## config.mk

```make
export PLATFORM = sky130hd
export DESIGN_NAME = eil_top
export DESIGN_NICKNAME = d
export VERILOG_FILES = /design/src/eil_pkg.sv /design/src/eil_top.sv
export SDC_FILE = /design/constraint.sdc
export NUM_CORES = 1
export LEC_CHECK = 0
export BUFFER_PORTS_ARGS = -buffer_cell sky130_fd_sc_hd__clkbuf_2
export CORE_MARGIN = 1.5
export CORE_UTILIZATION = 44
export CTS_BUF_LIST = sky130_fd_sc_hd__clkbuf_4 sky130_fd_sc_hd__clkbuf_8
export DETAILED_ROUTE_END_ITERATION = 12
export GPL_TIMING_DRIVEN = 0
export PLACE_DENSITY = 0.86
export SLEW_MARGIN = 40
export SYNTH_ARGS = -nofsm -noshare
export SYNTH_HDL_FRONTEND = slang
export SYNTH_SLANG_ARGS = --single-unit
```

## constraint.sdc

```tcl
create_clock -name hclk -period 2.32 [get_ports hclk]
set_input_delay 0.116 -clock hclk [delete_from_list [all_inputs] [get_ports hclk]]
set_output_delay 0.116 -clock hclk [all_outputs]
set_load 0.01 [all_outputs]
```

## src/eil_pkg.sv

```systemverilog
// package for the external interrupt latch block
// assumes: one 100 MHz bus clock, AHB-Lite register access, word-aligned registers
`default_nettype none
package eil_pkg;
   // ****************************************************************
   // register map
   // ****************************************************************
   localparam logic [7:0] EIL_CTRL_OFS = 8'h00; // status/control
   localparam logic [7:0] EIL_IRQ_STAT_OFS = 8'h04; // sticky event status, write one to clear
   localparam logic [7:0] EIL_IRQ_MASK_OFS = 8'h08; // interrupt enable mask
   localparam logic [7:0] EIL_BRK_OFS = 8'h0C; // break clear enable
   // ctrl field positions
   localparam int EIL_PEND_ONE_BIT = 0;
   localparam int EIL_PEND_TWO_BIT = 1;
   localparam int EIL_CLR_ONE_BIT = 2;
   localparam int EIL_CLR_TWO_BIT = 3;
   localparam int EIL_MASK_ONE_BIT = 4;
   localparam int EIL_MASK_TWO_BIT = 5;
   localparam int EIL_SENSE_ONE_BIT = 6;
   localparam int EIL_SENSE_TWO_BIT = 7;
   localparam int EIL_PIN_ONE_BIT = 8;
   localparam logic [31:0] EIL_CTRL_RESET = 32'h0000_0000;
   // vector addresses
   localparam logic [15:0] EIL_VEC_ONE_HI = 16'hFFFA;
   localparam logic [15:0] EIL_VEC_ONE_LO = 16'hFFFB;
   localparam logic [15:0] EIL_VEC_TWO_HI = 16'hFFE0;
   localparam logic [15:0] EIL_VEC_TWO_LO = 16'hFFE1;
   localparam logic [1:0] EIL_HTRANS_NONSEQ = 2'h2;
endpackage : eil_pkg
`default_nettype wire

```

## src/eil_top.sv

```systemverilog
// external interrupt latch: two active-low pins, request latches, AHB-Lite registers
// assumes: pins asynchronous to hclk; cpu supplies vector fetch strobe and address
`timescale 1ns/1ns
`default_nettype none

// ****************************************************************
// external interrupt latch
// ****************************************************************
// Contract
// - separate latch per input
// - low input sets latch, falling edge
// - vector fetch clears its own request; input two's fetch does not clear it while cpu_req_one is set
// - software clear bit clears request
// - reset clears latches and sense bits
// - sense bit chooses edge or edge+level
// - level mode clears after ack and high
// - edge mode ack clears immediately
// - mask withholds request, keeps latch
// - edges after ack latch again
// - input one vector at FFFA/FFFB
// - input two vector at FFE0/FFE1
// - pending flag ignores mask
// - live pin one level for branches
// - clear bits read as zero
// - break blocks software clears unless enabled
// - unmasked request wakes processor
module eil_top
   import eil_pkg::*;
(
   input wire logic hclk,
   input wire logic hresetn,
   input wire logic hsel,
   input wire logic [7:0] haddr,
   input wire logic [1:0] htrans,
   input wire logic hwrite,
   input wire logic [2:0] hsize,
   input wire logic [31:0] hwdata,
   input wire logic hready,
   output logic [31:0] hrdata,
   output logic hreadyout,
   output logic hresp,
   input wire logic ext_int_line_one_n,
   input wire logic ext_int_line_two_n,
   input wire logic vector_fetch,
   input wire logic [15:0] vector_addr,
   input wire logic break_state,
   output logic cpu_req_one,
   output logic cpu_req_two,
   output logic wake_req,
   output logic pin_one_level,
   output logic irq
);
   import eil_pkg::*;

   // ****************************************************************
   // pin synchronisers
   // ****************************************************************
   logic [1:0] sync_a_reg;
   logic [1:0] sync_b_reg;
   logic [1:0] pin_prev_reg;
   logic [2:0] prime_reg;
   // prime shifts in ones after reset; until the sync chain is full no edge counts
   always_ff @(posedge hclk or negedge hresetn) begin
      if (!hresetn) begin
         prime_reg <= 3'h0;
      end else begin
         prime_reg <= {prime_reg[1:0], 1'b1};
      end
   end
   // set to one (pins idle high); a pin held low at reset then shows an edge, which prime masks
   always_ff @(posedge hclk or negedge hresetn) begin
      if (!hresetn) begin
         sync_a_reg <= 2'h3;
         sync_b_reg <= 2'h3;
         pin_prev_reg <= 2'h3;
      end else begin
         sync_a_reg <= {ext_int_line_two_n, ext_int_line_one_n};
         sync_b_reg <= sync_a_reg;
         pin_prev_reg <= sync_b_reg;
      end
   end

   // ****************************************************************
   // bus slave
   // ****************************************************************
   logic addr_ph_wr_reg;
   logic [7:0] addr_ph_reg;
   logic [1:0] pend_reg;
   logic [1:0] mask_reg;
   logic [1:0] sense_reg;
   logic [1:0] ack_seen_reg;
   logic [1:0] stat_reg;
   logic [1:0] imask_reg;
   logic brk_en_reg;
   wire bus_go = hsel && hready && (htrans == EIL_HTRANS_NONSEQ);
   wire wr_ctrl = addr_ph_wr_reg && (addr_ph_reg == EIL_CTRL_OFS);
   wire wr_stat = addr_ph_wr_reg && (addr_ph_reg == EIL_IRQ_STAT_OFS);
   wire wr_mask = addr_ph_wr_reg && (addr_ph_reg == EIL_IRQ_MASK_OFS);
   wire wr_brk = addr_ph_wr_reg && (addr_ph_reg == EIL_BRK_OFS);
   wire clr_allowed = !break_state || brk_en_reg;
   wire [1:0] sw_clr = (wr_ctrl && clr_allowed) ?
      {hwdata[EIL_CLR_TWO_BIT], hwdata[EIL_CLR_ONE_BIT]} : 2'h0;
   // clear bits are not stored: they read back zero
   wire [31:0] ctrl_view = {23'h0, sync_b_reg[0], sense_reg[1], sense_reg[0], mask_reg[1], mask_reg[0],
      2'h0, pend_reg[1], pend_reg[0]};
   wire [31:0] rd_mux =
      (haddr == EIL_CTRL_OFS) ? ctrl_view :
      (haddr == EIL_IRQ_STAT_OFS) ? {30'h0, stat_reg} :
      (haddr == EIL_IRQ_MASK_OFS) ? {30'h0, imask_reg} :
      (haddr == EIL_BRK_OFS) ? {31'h0, brk_en_reg} : 32'h0;

   // address phase capture, zero-wait read data
   always_ff @(posedge hclk or negedge hresetn) begin
      if (!hresetn) begin
         addr_ph_wr_reg <= 1'b0;
         addr_ph_reg <= 8'h00;
         hrdata <= 32'h0;
      end else begin
         addr_ph_wr_reg <= bus_go && hwrite;
         addr_ph_reg <= haddr;
         hrdata <= (bus_go && !hwrite) ? rd_mux : 32'h0;
      end
   end
   assign hreadyout = 1'b1;
   assign hresp = 1'b0;

   // mask and sense bits, break enable
   always_ff @(posedge hclk or negedge hresetn) begin
      if (!hresetn) begin
         mask_reg <= EIL_CTRL_RESET[EIL_MASK_TWO_BIT:EIL_MASK_ONE_BIT];
         sense_reg <= EIL_CTRL_RESET[EIL_SENSE_TWO_BIT:EIL_SENSE_ONE_BIT];
         brk_en_reg <= 1'b0;
         imask_reg <= 2'h0;
      end else begin
         if (wr_ctrl) begin
            mask_reg <= hwdata[EIL_MASK_TWO_BIT:EIL_MASK_ONE_BIT];
            sense_reg <= hwdata[EIL_SENSE_TWO_BIT:EIL_SENSE_ONE_BIT];
         end
         if (wr_brk) begin
            brk_en_reg <= hwdata[0];
         end
         if (wr_mask) begin
            imask_reg <= hwdata[1:0];
         end
      end
   end

   // ****************************************************************
   // request latches, one per input
   // ****************************************************************
   wire [1:0] vf_clr = {vector_fetch && cpu_req_two && !cpu_req_one &&
      (vector_addr == EIL_VEC_TWO_HI || vector_addr == EIL_VEC_TWO_LO),
      vector_fetch && cpu_req_one &&
      (vector_addr == EIL_VEC_ONE_HI || vector_addr == EIL_VEC_ONE_LO)};
   // a pin held low through reset must not look like a fresh edge
   wire [1:0] fall = (pin_prev_reg & ~sync_b_reg) & {2{prime_reg[2]}};
   wire [1:0] level_low = sense_reg & ~sync_b_reg;
   logic [1:0] pend_next;
   logic [1:0] ack_next;
   genvar gi;
   generate
      for (gi = 0; gi < 2; gi++) begin : g_line
         // a new edge wins over a same-cycle clear so it is never lost
         wire acked = vf_clr[gi] || sw_clr[gi];
         // level mode: ack stays pending until the pin returns high
         assign ack_next[gi] = sense_reg[gi] && (ack_seen_reg[gi] || acked) && !sync_b_reg[gi] && !fall[gi];
         // while the pin is low in level mode the request stays pending
         assign pend_next[gi] = fall[gi] ? 1'b1 :
            level_low[gi] ? 1'b1 :
            (acked || ack_seen_reg[gi]) ? 1'b0 : pend_reg[gi];
      end
   endgenerate

   always_ff @(posedge hclk or negedge hresetn) begin
      if (!hresetn) begin
         pend_reg <= 2'h0;
         ack_seen_reg <= 2'h0;
      end else begin
         pend_reg <= pend_next;
         ack_seen_reg <= ack_next;
      end
   end

   // ****************************************************************
   // cpu side and interrupt status
   // ****************************************************************
   wire [1:0] new_pend = pend_next & ~pend_reg;
   always_ff @(posedge hclk or negedge hresetn) begin
      if (!hresetn) begin
         cpu_req_one <= 1'b0;
         cpu_req_two <= 1'b0;
         wake_req <= 1'b0;
         pin_one_level <= 1'b1;
         stat_reg <= 2'h0;
         irq <= 1'b0;
      end else begin
         cpu_req_one <= pend_next[0] && !mask_reg[0];
         cpu_req_two <= pend_next[1] && !mask_reg[1];
         wake_req <= |(pend_next & ~mask_reg);
         pin_one_level <= sync_b_reg[0];
         stat_reg <= new_pend | (stat_reg & ~(wr_stat ? hwdata[1:0] : 2'h0));
         irq <= |((new_pend | (stat_reg & ~(wr_stat ? hwdata[1:0] : 2'h0))) & imask_reg);
      end
   end

   // ****************************************************************
   // checks
   // ****************************************************************
   chk_reset_clear: assert property (@(posedge hclk) $rose(hresetn) |-> pend_reg == 2'h0)
      else $error("latch not clear after reset");
   chk_edge_sets: assert property (@(posedge hclk) disable iff (!hresetn) fall[0] |=> pend_reg[0])
      else $error("edge did not set request one");
   chk_edge_ack: assert property (@(posedge hclk) disable iff (!hresetn)
      !sense_reg[1] && sw_clr[1] && !fall[1] |=> !pend_reg[1])
      else $error("edge mode ack failed");
   chk_level_hold: assert property (@(posedge hclk) disable iff (!hresetn)
      sense_reg[0] && !sync_b_reg[0] && !$past(sync_b_reg[0]) && !(ack_seen_reg[0]) && !sw_clr[0] && !vf_clr[0]
      |=> pend_reg[0])
      else $error("level request dropped while low");
   chk_mask_gate: assert property (@(posedge hclk) disable iff (!hresetn) mask_reg[0] |=> !cpu_req_one)
      else $error("masked request shown");
   chk_two_gate: assert property (@(posedge hclk) disable iff (!hresetn)
      pend_next[1] && !mask_reg[1] |=> cpu_req_two)
      else $error("request two not presented");
   chk_wake_req: assert property (@(posedge hclk) disable iff (!hresetn)
      cpu_req_one || cpu_req_two |-> wake_req)
      else $error("wake missing");
   chk_break_block: assert property (@(posedge hclk) disable iff (!hresetn)
      break_state && !brk_en_reg |-> sw_clr == 2'h0)
      else $error("clear during break");
   chk_level_stays: assert property (@(posedge hclk) disable iff (!hresetn)
      sense_reg[0] && !sync_b_reg[0] |=> pend_reg[0])
      else $error("level request one dropped while pin low");
   chk_sw_clear: assert property (@(posedge hclk) disable iff (!hresetn)
      !sense_reg[0] && sw_clr[0] && !fall[0] |=> !pend_reg[0])
      else $error("software clear of request one failed");
   chk_fetch_clear: assert property (@(posedge hclk) disable iff (!hresetn)
      !sense_reg[0] && vf_clr[0] && !fall[0] |=> !pend_reg[0])
      else $error("vector fetch did not clear request one");
   chk_clear_reads_zero: assert property (@(posedge hclk) disable iff (!hresetn)
      hrdata[EIL_CLR_TWO_BIT:EIL_CLR_ONE_BIT] == 2'h0)
      else $error("clear bits read back nonzero");
   chk_no_early_edge: assert property (@(posedge hclk) disable iff (!hresetn)
      !prime_reg[2] |=> pend_reg == 2'h0)
      else $error("request set while sync chain filling");
   chk_pin_track: assert property (@(posedge hclk) disable iff (!hresetn)
      ##1 pin_one_level == $past(sync_b_reg[0]))
      else $error("pin level wrong");
endmodule : eil_top
`default_nettype wire

```

==> impl_metrics.env, run 1 <==
export IMPL_hold_slack_ps=13.4
export IMPL_drcViolationCount=0
export IMPL_placed_cells=267
export IMPL_cts_tree="yes"
export IMPL_pin_count=109
export IMPL_max_freq_ghz=0.534
export IMPL_p_leak_nw=1.23
export IMPL_start_kind="flop"
export IMPL_drtIter0Drc=60
export IMPL_drt_pass1_iterations=4
export IMPL_cts_buffers=5
export IMPL_antenna_cells=0
export IMPL_die_area_um2=4420
export IMPL_synth_area_um2=1770
export IMPL_worstRegToRegCells=4
export IMPL_required_ps=2500
export IMPL_row_count=22
export IMPL_yosys_warnings=0
export IMPL_regArea_um2=1060
export IMPL_drv_slew=0
export IMPL_multi_input_area_um2=596
export IMPL_grt_pass1_wl_mm=5.12
export IMPL_avgSynthCellArea_um2=12.7
export IMPL_worstPathMaxFanout=5
export IMPL_grt_use_total_pct=16.3
export IMPL_seq_power_share_pct=55.3
export IMPL_io_buffers=53
export IMPL_async_reset_ff_share_pct=100
export IMPL_cts_htree_levels=2
export IMPL_dpl_hpwl_mm=2.39
export IMPL_cts_root_buf="clkbuf_8"
export IMPL_synthCells=140
export IMPL_clockPowerShare_pct=33.6
export IMPL_place_gp_congestion=0.806
export IMPL_p_int_mw=1.10
export IMPL_setup_violations=0
export IMPL_clk_pin_slew_ps=70
export IMPL_yosys_most_used_dff="dfrtp_1"
export IMPL_wl_per_cell_um=11.1
export IMPL_vias=1285
export IMPL_cts_sinks=42
export IMPL_endpoint_kind="flop"
export IMPL_dp_slack_ps=461
export IMPL_worst_pin_slew_ps=543
export IMPL_path_cells="or4_4 > nor4_4 > nand2_1 > mux2_2"
export IMPL_period_needed_ps=1870
export IMPL_power_density_nw_per_um2=589
export IMPL_slowest_stage="or4_4"
export IMPL_status="finished clean"
export IMPL_yosys_register_bits=42
export IMPL_cp_depth=4
export IMPL_finalHoldViolCount=0
export IMPL_fin_nets=306
export IMPL_postCtsResizedCells=0
export IMPL_cp_arrival_ps=2060
export IMPL_clk_insertion_delay_late_ps=290
export IMPL_rsz0062_at_grt="false"
export IMPL_worst_slack_ps=447
export IMPL_finalWirelength_mm=3.16
export IMPL_holdPathStages=1
export IMPL_die_h_um=66.5
export IMPL_synth_cell_types=37
export IMPL_slowest_delay_ps=550
export IMPL_crit_type="reg -> reg"
export IMPL_p_sw_mw=0.312
export IMPL_critPathTopFamily="simple AND/OR/NAND/NOR gates"
export IMPL_instances_no_fill=285
export IMPL_grt_overflow_total=0
export IMPL_synth_edf_count=0
export IMPL_start_util_pct=47.0
export IMPL_post_route_period_util_pct=80.7
export IMPL_grt_max_degree=43
export IMPL_area_delta_synth_final_pct=34.8
export IMPL_min_path_type="in -> reg"
export IMPL_comb_power_share_pct=11.1
export IMPL_maxCapViolCount=0
export IMPL_finalSetupTns_ps=0
export IMPL_grt_antenna_before_repair=0
export IMPL_fin_worst_skew_ps=6.88
export IMPL_core_area_um2=3770
export IMPL_grt_pass1_vias=1184
export IMPL_die_w_um=66.5
export IMPL_max_clock_path_buffers=2
export IMPL_fin_util_pct=63.4
export IMPL_nFillCells=305
export IMPL_final_antenna_net_count=0
export IMPL_drive_gt1_share_pct=45.6
export IMPL_via_per_inst=4.51
export IMPL_critPathBufInv=0
export IMPL_max_vdd_ir_drop_uv=313
export IMPL_max_slew_margin_pct=63.8
export IMPL_synth_yosys_seq_area_share_pct=59.7
export IMPL_largest_reg_flops=8
export IMPL_p_sw_share_pct=22.1
## cells in the mapped netlist, drive strengths merged (2+ instances only)
cell type	n	area, um2
dfrtp	36	901
conb	2	7.51
mux2	7	78.8
and2	7	43.8
nand4	4	25.0
buf	27	203
a31oi	2	12.5
nor2b	2	12.5
nor4	4	40.0
nand3	4	20.0
nand2	6	22.5
dfstp	6	158
and4b	2	20.0
nor2	4	15.0
inv	4	15.0
nor3	3	15.0
o2bb2ai	2	23.8
## cell usage in the layout, fill, tap and decap left out, drive strengths merged, types with 2 or more instances in the layout
master	instances
inv	4
nor2b	2
conb	28
nand3	4
and4b	2
mux2	7
nor2	4
nand4	4
o2bb2ai	2
and2	7
dfrtp	36
dlygate4sd3	10
nand2	6
nor3	3
clkbuf	61
a31oi	2
dfstp	6
buf	27
nor4	4
## power groups by stage
stage                     Sequential, mW  Combinational (mW)  Clock, mW
final                              0.779               0.156      0.473
after global routing               0.781               0.174      0.524
after CTS                          0.779               0.156      0.485
after detailed placement           0.792               0.142          0
after global placement             0.791               0.138          0
after floorplan                    0.790              0.0778          0
## worst reg2reg max path, stage by stage (launching register included)
cell and delay, ps:
dfrtp_1 370, or4_4 550, nor4_4 270, nand2_1 240, mux2_2 330
## routing by layer
metal | up-vias | part of all wire [%] | GRT usage (%)
met5 | - | 0 | 0
met4 | 0 | 2.4 | 9.18
met3 | 8 | 6.7 | 4.05
met2 | 56 | 51 | 28.7
met1 | 597 | 40 | 17.7
li1 | 624 | - | -
## path summary, 6_finish.rpt
kind | slack, ps | startpoint | endpoint
min | 10 | haddr[2] | addr_ph_reg[2]$_DFF_PN0_
max reg2reg | 450 | addr_ph_reg[1]$_DFF_PN0_ | mask_reg[0]$_DFFE_PN0N_
max | 450 | addr_ph_reg[1]$_DFF_PN0_ | mask_reg[0]$_DFFE_PN0N_
min in group asynchronous | 370 | hresetn | addr_ph_reg[0]$_DFF_PN0_
max in group asynchronous | 1570 | hresetn | pin_prev_reg[0]$_DFF_PN1_
min reg2reg | 350 | prime_reg[1]$_DFF_PN0_ | prime_reg[2]$_DFF_PN0_
## through the flow
step	area, um2	total power, mW
after floorplan	1870	0.868
after global placement	2200	0.929
after detailed placement	2200	0.934
after CTS	2390	1.42
after global routing	2390	1.48
final	2390	1.41
## cell families after synthesis
family / share of synthesized area (%)
AO/OA/AOI/OAI: 5.43
buffers and inverters: 12.3
flip-flops: 59.7
multiplexers: 6.28
other: 0.423
AND/OR/NAND/NOR: 15.9
## cell type report
| cell class | count | share of cell area, % |
|---|---|---|
| flip-flops and latches | 42 | 44.3 |
| multi-input cells | 93 | 24.9 |
| repair buffers | 63 | 15.4 |
| plain buffers | 27 | 8.48 |
| clock buffers | 8 | 3.82 |
| well taps | 48 | 2.51 |
| inverters | 4 | 0.628 |
## what timing repair did
item                                    4_1_cts  5_1_grt
hold endpoints to repair                     45        0
hold buffers                                 10        0
endpoints found under the setup margin        0        0
buffers inserted                              0        0
(Power assumes the default switching activity.)
==> inputs of run 2 (changes only) <==
Settings changed: ABC_AREA set to 1, CORE_UTILIZATION 44 to 41, PLACE_DENSITY 0.86 to 0.83.
Clock period 2.32 ns to 1.53 ns, I/O delays scaled along.
==> run 2 against run 1 <==
Compared with the run above:
- global-route usage is 1.1 points lower
- area after synthesis is 6.0% higher
- utilization decreased by 5.4 points
- maximum frequency rose by 39%
- die area grew 13%
- clock skew fell by 4.0 ps
- cell count up 24%
- wire length up 13%
- sequential share of layout area shrank 2.6 points
- via count up 16%
- setup slack got worse by 260 ps
==> impl_metrics.env, run 2 <==
export IMPL_post_route_period_util_pct=88.0
export IMPL_design_area_um2=2540
export IMPL_largest_reg_flops=8
export IMPL_drive_gt1_share_pct=35.0
export IMPL_grt_pass1_wl_mm=6.04
export IMPL_yosys_warnings=0
export IMPL_finalSetupTns_ps=0
export IMPL_yosys_register_bits=42
export IMPL_power_density_nw_per_um2=902
export IMPL_slowest_delay_ps=360
export IMPL_start_kind="flop"
export IMPL_avgSynthCellArea_um2=9.31
export IMPL_area_delta_synth_final_pct=35.1
export IMPL_cts_root_buf="clkbuf_8"
export IMPL_placed_cell_area_um2=2310
export IMPL_yosys_most_used_dff="dfrtp_1"
export IMPL_p_leak_nw=1.40
export IMPL_layout_common_cells="clkbuf_2 (52), nand2_1 (38), dfrtp_1 (36)"
export IMPL_max_freq_ghz=0.743
export IMPL_fin_nets=369
export IMPL_min_path_type="in -> reg"
export IMPL_synth_yosys_seq_area_share_pct=56.3
export IMPL_maxCapViolCount=0
export IMPL_drt_pass1_iterations=4
export IMPL_clockPowerShare_pct=38.0
export IMPL_die_area_um2=5000
export IMPL_setup_violations=0
export IMPL_drv_slew=0
export IMPL_grt_max_degree=43
export IMPL_comb_power_share_pct=11.1
export IMPL_wl_per_cell_um=10.2
export IMPL_via_per_inst=4.24
export IMPL_grt_antenna_before_repair=0
export IMPL_yosys_top_cells_count="nand2_1 (38), dfrtp_1 (36), buf_4 (27), inv_1 (27), nor2_1 (22)"
export IMPL_async_reset_ff_share_pct=100
export IMPL_max_slew_margin_pct=64.2
export IMPL_slowest_stage="dfrtp_1"
export IMPL_drtIter0Drc=27
export IMPL_synth_edf_count=0
export IMPL_path_cells="nor2_1 > nand2_1 > nor2_4 > nand4_1 > nand3_1 > nand2_1 > nand2_1 > nand2_1"
export IMPL_max_clock_path_buffers=2
export IMPL_synth_area_um2=1880
export IMPL_clk_insertion_delay_late_ps=290
export IMPL_finalWirelength_mm=3.58
export IMPL_grt_overflow_total=0
export IMPL_grt_use_total_pct=15.2
export IMPL_p_sw_share_pct=21.5
export IMPL_critPathBufInv=0
export IMPL_grt_pass1_vias=1449
export IMPL_final_common_cell="clkbuf_2"
export IMPL_cts_setup_buffers=0
export IMPL_cts_htree_levels=2
export IMPL_clk_pin_slew_ps=70
export IMPL_p_int_mw=1.80
export IMPL_cp_depth=8
export IMPL_start_util_pct=42.9
export IMPL_synth_top_area_share_pct=47.9
export IMPL_max_vdd_ir_drop_uv=524
export IMPL_worst_slack_ps=184
export IMPL_io_buffers=53
export IMPL_final_antenna_net_count=0
export IMPL_dpl_hpwl_mm=2.75
export IMPL_worstRegToRegCells=8
export IMPL_yosys_cell_count_top_type="nand2_1"
export IMPL_holdPathStages=2
export IMPL_hold_slack_ps=19.1
export IMPL_fin_worst_skew_ps=2.84
export IMPL_required_ps=1710
export IMPL_drcViolationCount=0
export IMPL_endpoint_kind="flop"
export IMPL_seq_power_share_pct=50.9
export IMPL_die_h_um=70.7
export IMPL_critPathTopFamily="simple AND/OR/NAND/NOR gates"
export IMPL_pin_count=109
export IMPL_synthCells=202
export IMPL_cts_sinks=42
export IMPL_core_area_um2=4380
export IMPL_crit_top_cell="nand2_1"
export IMPL_period_needed_ps=1350
export IMPL_antenna_cells=0
export IMPL_vias=1492
export IMPL_finalHoldViolCount=0
export IMPL_crit_type="reg -> reg"
export IMPL_row_count=24
export IMPL_synthTopCellsByArea="dfrtp_1 (48%), buf_4 (11%), dfstp_2 (8.4%)"
export IMPL_place_gp_congestion=0.887
export IMPL_cts_buffers=5
export IMPL_worst_pin_slew_ps=537
export IMPL_fin_util_pct=58.0
export IMPL_cp_arrival_ps=1530
export IMPL_status="finished clean"
export IMPL_rsz0062_at_grt="false"
export IMPL_synth_cell_types=24
export IMPL_cts_tree="yes"
export IMPL_die_w_um=70.7
export IMPL_synth_area_leader_cell="dfrtp_1"
export IMPL_p_sw_mw=0.492
export IMPL_worstPathMaxFanout=4
export IMPL_dp_slack_ps=98.0
## run 2: routing by layer
layer	global-route usage, %	share of wire [%]	up-vias
met1	17.5	39	655
li1	-	-	763
met3	5.13	9.3	6
met4	5.45	1.5	0
met2	26.6	50	68
met5	0	0	-
## run 2: power by group through the flow
stage	combinational, mW	clock (mW)	sequential, mW
4_1_cts	0.254	0.904	1.17
6_report	0.254	0.872	1.17
3_3_place_gp	0.226	0	1.19
5_1_grt	0.286	0.940	1.17
3_5_place_dp	0.231	0	1.19
2_1_floorplan	0.136	0	1.19
## run 2: worst paths after layout
| kind | slack, ps | end | start |
|---|---|---|---|
| max | 180 | wake_req$_DFF_PN0_ | addr_ph_reg[7]$_DFF_PN0_ |
| max in group asynchronous | 820 | pin_prev_reg[0]$_DFF_PN1_ | hresetn |
| max reg2reg | 180 | wake_req$_DFF_PN0_ | addr_ph_reg[7]$_DFF_PN0_ |
| min reg2reg | 350 | prime_reg[2]$_DFF_PN0_ | prime_reg[1]$_DFF_PN0_ |
| min in group asynchronous | 340 | prime_reg[0]$_DFF_PN0_ | hresetn |
| min | 20 | sense_reg[1]$_DFFE_PN0N_ | hwdata[7] |
## run 2: area by class of cell
class / count / area [um2]
fill: 403 / 1840
clock buffer: 7 / 83.8
timing repair buffer: 64 / 378
multi-input combinational: 132 / 622
buffer: 27 / 203
clock inverter: 1 / 30.0
inverter: 27 / 101
sequential: 42 / 1060
tap: 52 / 65.1
## run 2: cell families after synthesis
family | share of synthesized area [%]
DFF | 56.3
other | 0.399
AOI/OAI and AO/OA | 4.06
buffers and inverters | 16.2
muxes | 1.60
and+or+nand+nor | 21.5
## run 2: per-stage QoR
step,std cells,power [mW]
2_1_floorplan,228,1.32
3_3_place_gp,333,1.41
3_5_place_dp,333,1.42
4_1_cts,352,2.32
5_1_grt,352,2.40
6_report,352,2.29
## run 2: timing repair
item / 4_1_cts / 5_1_grt
hold buffers: 11 / 0
hold endpoints to repair: 46 / 0
resized for setup: 0 / 1
endpoints found under the setup margin: 0 / 3
